==> src/hdl/sgcrd_params.svh <==
`ifndef SGCRD_PARAMS_SVH
`define SGCRD_PARAMS_SVH
// Summary of operation
// RULE1: controller issues one refresh per needed refresh
// RULE2: refresh uses internal counter, ignores address
// RULE3: average refresh spacing at most 7.8 us
// RULE4: up to eight postponed, gap nine intervals
// RULE5: refresh with clock enable low enters self
// RULE6: self refresh ignores all but clock enable
// RULE7: loop off in self; 200 cycles before read
// RULE8: clock stable before raising clock enable
// RULE9: only no-ops during self exit wait
// RULE10: no-ops for 200 cycles after exit
// RULE11: decode strobes under chip select low
// RULE12: deselect acts exactly like no-op
// RULE13: clock enable high except self entry
// RULE14: activate uses bank select and row
// RULE15: column from low bits; auto close bit
// RULE16: burst stop only on plain reads; controller sends it without checking the last read
// RULE17: precharge one bank or all banks
// RULE18: mode load picks base or extended register
// RULE19: masked bytes are not written
// RULE20: activate row before access, wait delay
// RULE21: precharge before new row; row cycle time
// RULE22: other bank activates spaced by delay
// RULE23: precharge of idle bank is no-op
// RULE24: track per-bank state and open row

`define SGCRD_CLK_PERIOD_NS   4
`define SGCRD_REFI_NS         7800
`define SGCRD_REFI_CYC        (`SGCRD_REFI_NS / `SGCRD_CLK_PERIOD_NS)
`define SGCRD_MAX_POSTPONE    8
`define SGCRD_DLL_WAIT_CYC    200
`define SGCRD_EXIT_NOP_CYC    200
`define SGCRD_ROW_TO_COL_CYC  3
`define SGCRD_ROW_CYCLE_CYC   10
`define SGCRD_BANK_BANK_CYC   2
`define SGCRD_PRECH_CYC       3
`define SGCRD_BURST_CYC       4
`define SGCRD_ROWS            8192
`define SGCRD_REG_CMD         4'h0
`define SGCRD_REG_ADDR        4'h1
`define SGCRD_REG_STATUS      4'h2
`define SGCRD_REG_DEV         4'h3
`define SGCRD_CMD_GO_BIT      0
`define SGCRD_CMD_BUSY_BIT    0
`define SGCRD_CMD_SELF_BIT    1
`define SGCRD_CMD_EXIT_BIT    2
`define SGCRD_CMD_REF_EN_BIT  3
`endif

==> src/hdl/sgcrd_pkg.sv <==
package sgcrd_pkg;
    typedef enum logic [2:0] {
        SGCRD_MODE_LOAD, SGCRD_REFRESH, SGCRD_PRECHARGE, SGCRD_ROW_OPEN,
        SGCRD_WRITE, SGCRD_READ, SGCRD_BURST_STOP, SGCRD_NOP
    } sgcrd_cmd_t;
    typedef enum logic [1:0] {SGCRD_IDLE, SGCRD_ACTIVE, SGCRD_CLOSING} sgcrd_bank_t;
    typedef enum logic [2:0] {SGCRD_H_IDLE, SGCRD_H_ISSUE, SGCRD_H_WAIT, SGCRD_H_SELF, SGCRD_H_EXIT} sgcrd_hst_t;

    function automatic sgcrd_cmd_t sgcrd_decode(input logic cs_n, input logic ras_n,
                                                input logic cas_n, input logic we_n);
        if (cs_n) begin
            return SGCRD_NOP;
        end
        return sgcrd_cmd_t'({ras_n, cas_n, we_n});
    endfunction
endpackage

==> src/hdl/sgcrd_if.sv <==
`timescale 1ns/1ns
interface sgcrd_if;
    logic        cke;
    logic        cs_n;
    logic        ras_n;
    logic        cas_n;
    logic        we_n;
    logic        bank_sel_0;
    logic        bank_sel_1;
    logic [12:0] addr;
    logic [15:0] wdata;
    logic [1:0]  write_mask;
    logic        wvalid;
    modport ctrl (output cke, cs_n, ras_n, cas_n, we_n, bank_sel_0, bank_sel_1, addr, wdata, write_mask, wvalid);
    modport dev  (input  cke, cs_n, ras_n, cas_n, we_n, bank_sel_0, bank_sel_1, addr, wdata, write_mask, wvalid);
endinterface

==> src/hdl/sgcrd_ctrl.sv <==
`timescale 1ns/1ns
`include "sgcrd_params.svh"
module sgcrd_ctrl (
    input  wire logic        i_clk,
    input  wire logic        i_arst_n,
    sgcrd_if.ctrl            bus,
    input  wire logic [3:0]  i_addr,
    input  wire logic [31:0] i_wdata,
    input  wire logic        i_wr,
    input  wire logic        i_rd,
    output logic      [31:0] o_rdata
);
    typedef struct packed {
        sgcrd_pkg::sgcrd_hst_t        fsm;
        sgcrd_pkg::sgcrd_cmd_t        qcmd;
        logic [1:0]                   qba;
        logic [12:0]                  qaddr;
        logic [15:0]                  qdata;
        logic [1:0]                   qmask;
        logic                         ref_en;
        logic [12:0]                  ref_tmr;
        logic [3:0]                   owed;
        logic [7:0]                   wait_c;
        logic [3:0][3:0]              bank_tmr;
        logic [1:0]                   rrd;
        logic [3:0]                   open;
        logic                         exit_req;
        logic                         self_go;
        logic                         cke;
        logic [3:0]                   pins;
        logic [1:0]                   ba;
        logic [12:0]                  addr;
        logic                         wvalid;
        logic [31:0]                  rdata;
    } sgcrd_ctl_st_t;

    sgcrd_ctl_st_t st_r;
    sgcrd_ctl_st_t st_nxt;

    always_comb begin
        st_nxt        = st_r;
        st_nxt.pins   = 4'hf;
        st_nxt.wvalid = 1'b0;
        st_nxt.rdata  = 32'h0000_0000;
        st_nxt.cke    = 1'b1; // RULE13
        if (st_r.rrd != 2'h0) st_nxt.rrd = st_r.rrd - 2'h1;
        for (int b = 0; b < 4; b++) begin
            if (st_r.bank_tmr[b] != 4'h0) st_nxt.bank_tmr[b] = st_r.bank_tmr[b] - 4'h1;
        end
        if (st_r.ref_en && st_r.fsm != sgcrd_pkg::SGCRD_H_SELF) begin
            if (st_r.ref_tmr == 13'(`SGCRD_REFI_CYC - 1)) begin
                st_nxt.ref_tmr = 13'h0000;
                st_nxt.owed    = st_r.owed + 4'h1; // RULE3
            end else begin
                st_nxt.ref_tmr = st_r.ref_tmr + 13'h0001;
            end
        end
        if (i_wr) begin
            unique case (i_addr)
                `SGCRD_REG_CMD: begin
                    st_nxt.ref_en = i_wdata[`SGCRD_CMD_REF_EN_BIT];
                    if (i_wdata[`SGCRD_CMD_EXIT_BIT]) st_nxt.exit_req = 1'b1;
                    if (i_wdata[`SGCRD_CMD_GO_BIT] && st_r.fsm == sgcrd_pkg::SGCRD_H_IDLE) begin
                        st_nxt.qcmd  = sgcrd_pkg::sgcrd_cmd_t'(i_wdata[6:4]);
                        st_nxt.qba   = i_wdata[9:8];
                        st_nxt.qmask = i_wdata[13:12];
                        st_nxt.self_go = 1'b0;
                        st_nxt.fsm   = sgcrd_pkg::SGCRD_H_ISSUE;
                    end
                    if (i_wdata[`SGCRD_CMD_SELF_BIT] && st_r.fsm == sgcrd_pkg::SGCRD_H_IDLE) begin
                        st_nxt.qcmd = sgcrd_pkg::SGCRD_REFRESH;
                        st_nxt.qba  = 2'b11;
                        st_nxt.self_go = 1'b1;
                        st_nxt.fsm  = sgcrd_pkg::SGCRD_H_ISSUE;
                    end
                end
                `SGCRD_REG_ADDR: begin
                    st_nxt.qaddr = i_wdata[12:0];
                    st_nxt.qdata = i_wdata[31:16];
                end
                default: begin
                end
            endcase
        end
        if (i_rd) begin
            unique case (i_addr)
                `SGCRD_REG_STATUS: st_nxt.rdata = {20'h0_0000, st_r.owed, st_r.open, 1'b0, st_r.fsm};
                `SGCRD_REG_ADDR:   st_nxt.rdata = {st_r.qdata, 3'h0, st_r.qaddr};
                default:           st_nxt.rdata = 32'h0000_0000;
            endcase
        end
        unique case (st_r.fsm)
            sgcrd_pkg::SGCRD_H_IDLE: begin
                if (st_r.owed != 4'h0 && st_r.open == 4'h0) begin
                    st_nxt.pins = {1'b0, 3'b001}; // RULE1 RULE4
                    st_nxt.owed = st_nxt.owed - 4'h1;
                end else if (st_r.owed >= 4'(`SGCRD_MAX_POSTPONE) && st_r.open != 4'h0) begin
                    st_nxt.pins = {1'b0, 3'b010}; // RULE4
                    st_nxt.addr = 13'h0400;
                    st_nxt.open = 4'h0;
                end
            end
            sgcrd_pkg::SGCRD_H_ISSUE: begin
                st_nxt.ba   = st_r.qba;
                st_nxt.addr = st_r.qaddr;
                st_nxt.fsm  = sgcrd_pkg::SGCRD_H_IDLE;
                unique case (st_r.qcmd)
                    sgcrd_pkg::SGCRD_ROW_OPEN: begin
                        if (st_r.open[st_r.qba] || st_r.bank_tmr[st_r.qba] != 4'h0 || st_r.rrd != 2'h0) begin
                            st_nxt.fsm = sgcrd_pkg::SGCRD_H_ISSUE; // RULE21 RULE22
                        end else begin
                            st_nxt.pins               = 4'b0011;
                            st_nxt.open[st_r.qba]     = 1'b1;
                            st_nxt.bank_tmr[st_r.qba] = 4'(`SGCRD_ROW_CYCLE_CYC);
                            st_nxt.rrd                = 2'(`SGCRD_BANK_BANK_CYC);
                            st_nxt.wait_c             = 8'(`SGCRD_ROW_TO_COL_CYC); // RULE20
                            st_nxt.fsm                = sgcrd_pkg::SGCRD_H_WAIT;
                        end
                    end
                    sgcrd_pkg::SGCRD_READ, sgcrd_pkg::SGCRD_WRITE: begin
                        if (!st_r.open[st_r.qba]) begin
                            st_nxt.fsm = sgcrd_pkg::SGCRD_H_IDLE; // RULE20
                        end else begin
                            st_nxt.pins = {1'b0, st_r.qcmd};
                            st_nxt.wvalid = (st_r.qcmd == sgcrd_pkg::SGCRD_WRITE);
                            if (st_r.qaddr[10]) st_nxt.open[st_r.qba] = 1'b0;
                        end
                    end
                    sgcrd_pkg::SGCRD_REFRESH: begin
                        if (st_r.open != 4'h0) begin
                            st_nxt.pins = 4'b0010;
                            st_nxt.addr = 13'h0400;
                            st_nxt.open = 4'h0;
                            st_nxt.fsm  = sgcrd_pkg::SGCRD_H_ISSUE;
                        end else if (st_r.self_go) begin
                            st_nxt.pins     = 4'b0001;
                            st_nxt.cke      = 1'b0; // RULE5
                            st_nxt.exit_req = i_wr && i_addr == `SGCRD_REG_CMD && i_wdata[`SGCRD_CMD_EXIT_BIT];
                            st_nxt.fsm      = sgcrd_pkg::SGCRD_H_SELF;
                        end else begin
                            st_nxt.pins = 4'b0001; // RULE1 RULE13
                        end
                    end
                    sgcrd_pkg::SGCRD_PRECHARGE: begin
                        st_nxt.pins = 4'b0010;
                        if (st_r.qaddr[10]) st_nxt.open = 4'h0;
                        else st_nxt.open[st_r.qba] = 1'b0;
                    end
                    default: begin
                        // burst stop sent as queued, whatever the previous read was
                        st_nxt.pins = {1'b0, st_r.qcmd}; // RULE16
                    end
                endcase
            end
            sgcrd_pkg::SGCRD_H_WAIT: begin
                if (st_r.wait_c <= 8'h01) st_nxt.fsm = sgcrd_pkg::SGCRD_H_IDLE;
                else st_nxt.wait_c = st_r.wait_c - 8'h01;
            end
            sgcrd_pkg::SGCRD_H_SELF: begin
                st_nxt.cke = 1'b0;
                if (st_r.exit_req) begin
                    // clock runs throughout, so it is stable at exit
                    st_nxt.cke    = 1'b1; // RULE8
                    st_nxt.wait_c = 8'(`SGCRD_EXIT_NOP_CYC); // RULE7 RULE10
                    st_nxt.fsm    = sgcrd_pkg::SGCRD_H_EXIT;
                end
            end
            sgcrd_pkg::SGCRD_H_EXIT: begin
                if (st_r.wait_c <= 8'h01) st_nxt.fsm = sgcrd_pkg::SGCRD_H_IDLE; // RULE9
                else st_nxt.wait_c = st_r.wait_c - 8'h01;
            end
            default: st_nxt.fsm = sgcrd_pkg::SGCRD_H_IDLE;
        endcase
    end

    always_ff @(posedge i_clk or negedge i_arst_n) begin
        if (!i_arst_n) begin
            st_r      <= '0;
            st_r.pins <= 4'hf;
            st_r.cke  <= 1'b1;
        end else begin
            st_r <= st_nxt;
        end
    end

    assign bus.cke        = st_r.cke;
    assign bus.cs_n       = st_r.pins[3];
    assign bus.ras_n      = st_r.pins[2];
    assign bus.cas_n      = st_r.pins[1];
    assign bus.we_n       = st_r.pins[0];
    assign bus.bank_sel_0 = st_r.ba[0];
    assign bus.bank_sel_1 = st_r.ba[1];
    assign bus.addr       = st_r.addr;
    assign bus.wdata      = st_r.qdata;
    assign bus.write_mask = st_r.qmask;
    assign bus.wvalid     = st_r.wvalid;
    assign o_rdata        = st_r.rdata;
endmodule

==> src/flat_wrapper.sv <==
// flat-port wrapper written by rule: the top's interface ports become plain ports
module sgcrd_ctrl_flat 
  (i_clk, i_arst_n, i_addr, i_wdata, i_wr, i_rd, o_rdata, bus_cke, bus_cs_n, bus_ras_n, bus_cas_n, bus_we_n, bus_bank_sel_0, bus_bank_sel_1, bus_addr, bus_wdata, bus_write_mask, bus_wvalid);
  sgcrd_if bus_i ();
  input  wire logic i_clk;
  input  wire logic i_arst_n;
  input  wire logic [3:0] i_addr;
  input  wire logic [31:0] i_wdata;
  input  wire logic i_wr;
  input  wire logic i_rd;
  output logic      [31:0] o_rdata;
  output wire logic [$bits(bus_i.cke)-1:0] bus_cke;
  output wire logic [$bits(bus_i.cs_n)-1:0] bus_cs_n;
  output wire logic [$bits(bus_i.ras_n)-1:0] bus_ras_n;
  output wire logic [$bits(bus_i.cas_n)-1:0] bus_cas_n;
  output wire logic [$bits(bus_i.we_n)-1:0] bus_we_n;
  output wire logic [$bits(bus_i.bank_sel_0)-1:0] bus_bank_sel_0;
  output wire logic [$bits(bus_i.bank_sel_1)-1:0] bus_bank_sel_1;
  output wire logic [$bits(bus_i.addr)-1:0] bus_addr;
  output wire logic [$bits(bus_i.wdata)-1:0] bus_wdata;
  output wire logic [$bits(bus_i.write_mask)-1:0] bus_write_mask;
  output wire logic [$bits(bus_i.wvalid)-1:0] bus_wvalid;
  assign bus_cke = bus_i.cke;
  assign bus_cs_n = bus_i.cs_n;
  assign bus_ras_n = bus_i.ras_n;
  assign bus_cas_n = bus_i.cas_n;
  assign bus_we_n = bus_i.we_n;
  assign bus_bank_sel_0 = bus_i.bank_sel_0;
  assign bus_bank_sel_1 = bus_i.bank_sel_1;
  assign bus_addr = bus_i.addr;
  assign bus_wdata = bus_i.wdata;
  assign bus_write_mask = bus_i.write_mask;
  assign bus_wvalid = bus_i.wvalid;
  sgcrd_ctrl u_core (.i_clk(i_clk), .i_arst_n(i_arst_n), .bus(bus_i), .i_addr(i_addr), .i_wdata(i_wdata), .i_wr(i_wr), .i_rd(i_rd), .o_rdata(o_rdata));
endmodule
==> config.mk <==
export PLATFORM = sky130hd
export DESIGN_NAME = sgcrd_ctrl_flat
export DESIGN_NICKNAME = d
export VERILOG_FILES = /design/src/hdl/sgcrd_pkg.sv /design/src/hdl/sgcrd_if.sv /design/src/hdl/sgcrd_ctrl.sv /design/src/flat_wrapper.sv
export VERILOG_INCLUDE_DIRS = /design/src /design/src/hdl
export SDC_FILE = /design/constraint.sdc
export NUM_CORES = 1
export LEC_CHECK = 0
export ABC_CLOCK_PERIOD_IN_PS = 2700
export BUFFER_PORTS_ARGS = -buffer_cell sky130_fd_sc_hd__buf_2
export CELL_PAD_IN_SITES_DETAIL_PLACEMENT = 0
export CELL_PAD_IN_SITES_GLOBAL_PLACEMENT = 2
export CORE_UTILIZATION = 37
export CTS_BUF_LIST = sky130_fd_sc_hd__clkbuf_16
export DETAILED_ROUTE_END_ITERATION = 7
export GPL_ROUTABILITY_DRIVEN = 1
export PLACE_DENSITY_LB_ADDON = 0.1
export SETUP_SLACK_MARGIN = 0.1
export SLEW_MARGIN = 20
export SYNTH_ARGS = -nofsm -noshare
export SYNTH_HDL_FRONTEND = slang
export SYNTH_SLANG_ARGS = --single-unit
==> constraint.sdc <==
create_clock -name i_clk -period 2.7 [get_ports i_clk]
set_input_delay 0.54 -clock i_clk [delete_from_list [all_inputs] [get_ports i_clk]]
set_output_delay 0.54 -clock i_clk [all_outputs]
set_load 0.02 [all_outputs]
==> Yosys cells after proc, flatten, opt, wreduce, memory -nomap -nowiden <==
Index checks and enable logic that the tools add are counted.
{ "totals": {"input_bits": 40, "output_inout_bits": 71, "wordCells": 177, "ff_bits": 142} }
{ "classes": {"bitwise": 6, "muxes": 77, "magnitude_cmp": 4, "n_reduce_logical": 33, "add_sub_neg": 9, "n_eq_ne": 24} }
{ "op_table": {"columns": ["operator", "count"], "rows": [
  ["$mux 4", 20],
  ["$mux 13", 5],
  ["$pmux 32 s2", 1],
  ["$mux 40", 1],
  ["$mux 8", 5],
  ["$mux 32", 1],
  ["$pmux 4 s4", 2],
  ["$mux 30", 1],
  ["$mux 29", 1],
  ["$reduce_bool 4->1", 7],
  ["$mux 26", 1],
  ["$pmux 13 s2", 1],
  ["$pmux 8 s3", 1],
  ["$sub 4x1->4 const B", 5],
  ["$mux 18", 1],
  ["$mux 1", 16],
  ["$pmux 4 s2", 2],
  ["$mux 2", 7],
  ["$add 13x1->13 const B", 1],
  ["$eq 13x11->1 const B", 1],
  ["$eq 3x2->1 const B", 4],
  ["$mux 3", 4],
  ["$ne 3x2->1 const B", 4],
  ["$pmux 3 s4", 1],
  ["38 further kinds", 60]
]} }

==> Depth between registers and ports, before layout <==
{ "depth": {"word_depth": 10, "depth_mapped": 12, "depth_no_buf": 11} }

==> Worst setup path before layout <==
OpenSTA, ideal clock, no wires.
{ "synth_path": {"path_kind": "flip-flop to flip-flop", "from": "register u_core.st_r[140] in the netlist's numbering", "to": "register u_core.st_r[87] in the netlist's numbering", "t_required_ns": 2.576, "setup_time_ns": 0.124, "stages_incl_launch_ff": 12, "synth_period_minus_slack_ns": 2.269, "n_path_buf": 2, "arrival_ns": 2.145, "path_slack_ns": 0.431, "path_cell_list": "dfrtp_1 > nand3b_1 > and2_1 > clkbuf_1 > and2_1 > clkbuf_1 > nor2_1 > a21oi_1 > ha_1 > nand2_1 > xnor2_1 > xnor2_1"} }
{ "synth_rtl": {"columns": ["element", "line", "source"], "rows": [
  ["start, declared", "sgcrd_ctrl.sv:37", "sgcrd_ctl_st_t st_r;"],
  ["start signal, assigned", "sgcrd_ctrl.sv:182", "st_r <= st_nxt;"]
]} }

==> impl_results.md <==
* Status: finished clean
* Post-synth top flop: dfrtp_1
* Post-DP Area at ~7200 sq um
* Syn Area/Cell at 10.9 sq um
* Maximum VDD drop at between 400 and 500 uV
* P per Cell Area at about 850 nW/um^2
* Req. time, crit path at 2.99 ns
* # rows at 49
* Share of layout cells above drive strength 1 at between 30% and 40%
* IO Port Bufs at between 100 and 150
* Register bit total from synthesis at roughly 140
* Final period util at slightly below 90%
* Crit path largest cell delay at roughly 0.54 ns
* H-tree depth at 4
* Total grt overflow at 0
* Max Freq at 0.421 GHz
* All-Layer GR Usage at 17.0%
* Clock Path Buffers at 2
* Via count at about 4,600
* Switching Fraction at ~33%
* Async S/R FF share, synth at 100%
* Worst slack at placement at about 0.23 ns
* Setup Total Neg Slack at 0 ns
* Clock share of power at around a third
* Crit path buf inv count at 0
* Fillers at 1,732
* Internal power at approximately 0.0044 W
* Max FO, Critical Path at 7
* Layout area overhead at 14.4%
* RSZ-0062 raised after global routing: false
* Num CTS Buffers at 17
* Total of max-cap violations at 0
* Worst Max-Slew Pin Slew at between 0.6 and 0.7 ns
* Reg power frac at 42.6%
* Critical Path Sink Type: flip-flop
* Final Cell Area at roughly 7700 sq um
* ANT nets after route at 0
* Sw Pwr at 0.00215 W
* Number of synthesized flops with an enable pin at 0
* Largest net degree at the start of global routing at 65
* Sequential-to-total area share from yosys stat at about half
* Leakage at approximately 3.7 nW
* Post-route worst setup slack at approximately 0.32 ns
* Worst Skew at 0.0117 ns
* Post-DR vias/cell at 5.00
* Fin util at 43.2%
* Fin. Hold Viols at 0
* Initial Util at a little under two fifths
* Family with the most delay on the worst path: simple AND/OR/NAND/NOR gates
* Top-Level Pins at between 100 and 150
* Hold Crit Class: in -> async
* Die Wd at 137 um
* Crit-path cells: or4_1, a222oi_1, and3_2, nor2_2, o311ai_2, nand2_1
* N_diodes at 0
* Initial DRC Count at between 200 and 250
* Cell variety after synth at 66
* Combinational share of power at a little under a quarter
* RD Place Congestion at between 0.7 and 0.8
* Data arrival, critical path at roughly 2.7 ns
* CP Class: reg -> reg
* Final min period at 2.38 ns
* Worst-Skew Late Latency at about 0.42 ns
* Post-synth top area share at between 40% and 50%
* Synth area leader: dfrtp_1
* First-pass GRT wire length at around 24 mm
* Total wire length at between 15 and 20 mm
* Final Max Tran Viols at 0
* Synth top area cells: dfrtp_1, buf_4, mux2_2
* Vias in the first global route at around 4,500
* Worst-path clk slew at around 0.070 ns
* CP startpoint kind: flip-flop
* Clk sinks at between 100 and 150
* Per-cell routed wire length at 16.4 um
* Final Setup Violations at 0
* Rel. slew slack at 57.0%
* Post-DP HPWL at roughly 11 mm
* Post-Syn Area at 6760 sq um
* Mapped Cells at a little over 600
* CTS tree: yes
* Antenna violations before repair at 0
* Die area at between 15,000 and 20,000 sq um
* Pre-antenna DRT Iters at 4
* Hold buffer count at cts at 0
* CP max stage cell: or4_1
* Root buf cell: clkbuf_16
* Core ar. at about 18,000 sq um
* Final net count at between 700 and 800
* Drt drc at 0
* Die Y at 137 um
* Synth warn at 0
-- power groups by stage --
stage | sequential [W] | clock, W | combinational (W)
after floorplan | 0.00273 | 0 | 0.00132
after global placement | 0.00282 | 0 | 0.00149
after detailed placement | 0.00283 | 0 | 0.00153
after CTS | 0.00280 | 0.00232 | 0.00153
after global routing | 0.00286 | 0.00243 | 0.00170
final | 0.00280 | 0.00226 | 0.00151
-- cells in the mapped netlist, drive strengths merged (4+ instances only) --
| master | count |
|---|---|
| mux2i | 7 |
| a22o | 29 |
| nor2 | 42 |
| nor2b | 5 |
| mux2 | 33 |
| xnor2 | 12 |
| buf | 69 |
| nand2 | 44 |
| nand4 | 8 |
| a21oi | 12 |
| a31oi | 4 |
| or4 | 5 |
| nor3 | 9 |
| nand3 | 12 |
| nor3b | 6 |
| o31ai | 4 |
| inv | 17 |
| dfstp | 5 |
| ha | 11 |
| or3 | 9 |
| a211o | 4 |
| clkbuf | 18 |
| dfrtp | 134 |
| nand2b | 8 |
| and2 | 25 |
| o21ai | 33 |
| o21a | 4 |
| nor4 | 6 |
| xor2 | 8 |
-- placed cells by master, fill, tap and decap left out, types with 7 or more instances in the layout --
cell / count
a21oi_1: 12
a22o_1: 29
and2_1: 24
buf_2: 104
buf_4: 17
clkbuf_16: 17
dfrtp_1: 134
ha_1: 11
inv_1: 18
mux2_2: 33
mux2i_1: 7
nand2_1: 44
nand2b_1: 8
nand3_1: 11
nand4_1: 7
nor2_1: 38
nor3_1: 9
o21ai_0: 23
o21ai_1: 8
or3_1: 9
xnor2_1: 12
xor2_1: 8
-- cells by family (layout without fill, tap and decap cells) --
logic type	Yosys count	in the layout	synth area share, %
buffers and inverters	104	172	9.46
AO/OA/AOI/OAI	110	110	11.9
XOR/XNOR	20	20	2.59
other	1	3	0.0555
adder cells (fa/ha/maj)	11	11	2.04
multiplexers	41	41	6.87
AND/OR/NAND/NOR	193	193	15.5
flip-flops	139	139	51.6
-- registers in the layout (all words and copies together), names as in the netlist --
name,flops
u_core.bus.addr,13
u_core.bus.bank_sel_0,1
u_core.bus.bank_sel_1,1
u_core.bus.cas_n,1
u_core.bus.cke,1
u_core.bus.cs_n,1
u_core.bus.ras_n,1
u_core.bus.wdata,16
u_core.bus.we_n,1
u_core.bus.write_mask,2
u_core.bus.wvalid,1
u_core.o_rdata,29
u_core.st_r,71
-- metal layers --
metal	global-route usage (%)	up-vias	wire, um
li1	-	2227	-
met4	5.13	0	163
met3	4.44	12	791
met5	0	-	0
met1	23.8	2244	7480
met2	25.8	103	6630
-- final timing paths --
path / startpoint / to / slack (ns) / cells after the start
worst max-delay path: u_core.st_r[61] / u_core.st_r[139] / 0.32 / 6
worst min-delay path: i_arst_n / u_core.bus.wdata[1] / 0.1 / 1
worst max register to register: u_core.st_r[61] / u_core.st_r[139] / 0.32 / 6
worst min register to register: u_core.st_r[59] / u_core.st_r[59] / 0.47 / 1
max in group asynchronous: i_arst_n / u_core.bus.cke / 1.82 / 2
min in group i_clk: i_wdata[22] / u_core.bus.wdata[6] / 0.34 / 2
-- final cells by class --
| cell class | instances | area, sq um | share of cell area, % |
|---|---|---|---|
| well taps | 229 | 287 | 3.71 |
| clock inverters | 15 | 141 | 1.83 |
| flip-flops and latches | 139 | 3480 | 45.1 |
| clock buffers | 17 | 425 | 5.51 |
| multi-input cells | 378 | 2650 | 34.2 |
| inverters | 17 | 63.8 | 0.826 |
| repair buffers | 123 | 679 | 8.79 |
-- stage by stage --
step / hold WS, ns / total power (W) / cells
finish: 0.0979 / 0.00657 / 918
global route: 0.148 / 0.00699 / 918
CTS: 0.136 / 0.00665 / 918
detailed placement: 0.460 / 0.00436 / 886
global placement: 0.455 / 0.00431 / 886
floorplan: 0.244 / 0.00405 / 621
-- what timing repair did --
| item | 4_1_cts | 5_1_grt |
|---|---|---|
| buffers inserted | 0 | 0 |
| resized for setup | 0 | 1 |
| setup endpoints to repair | 0 | 9 |
(Power assumes the default switching activity.)
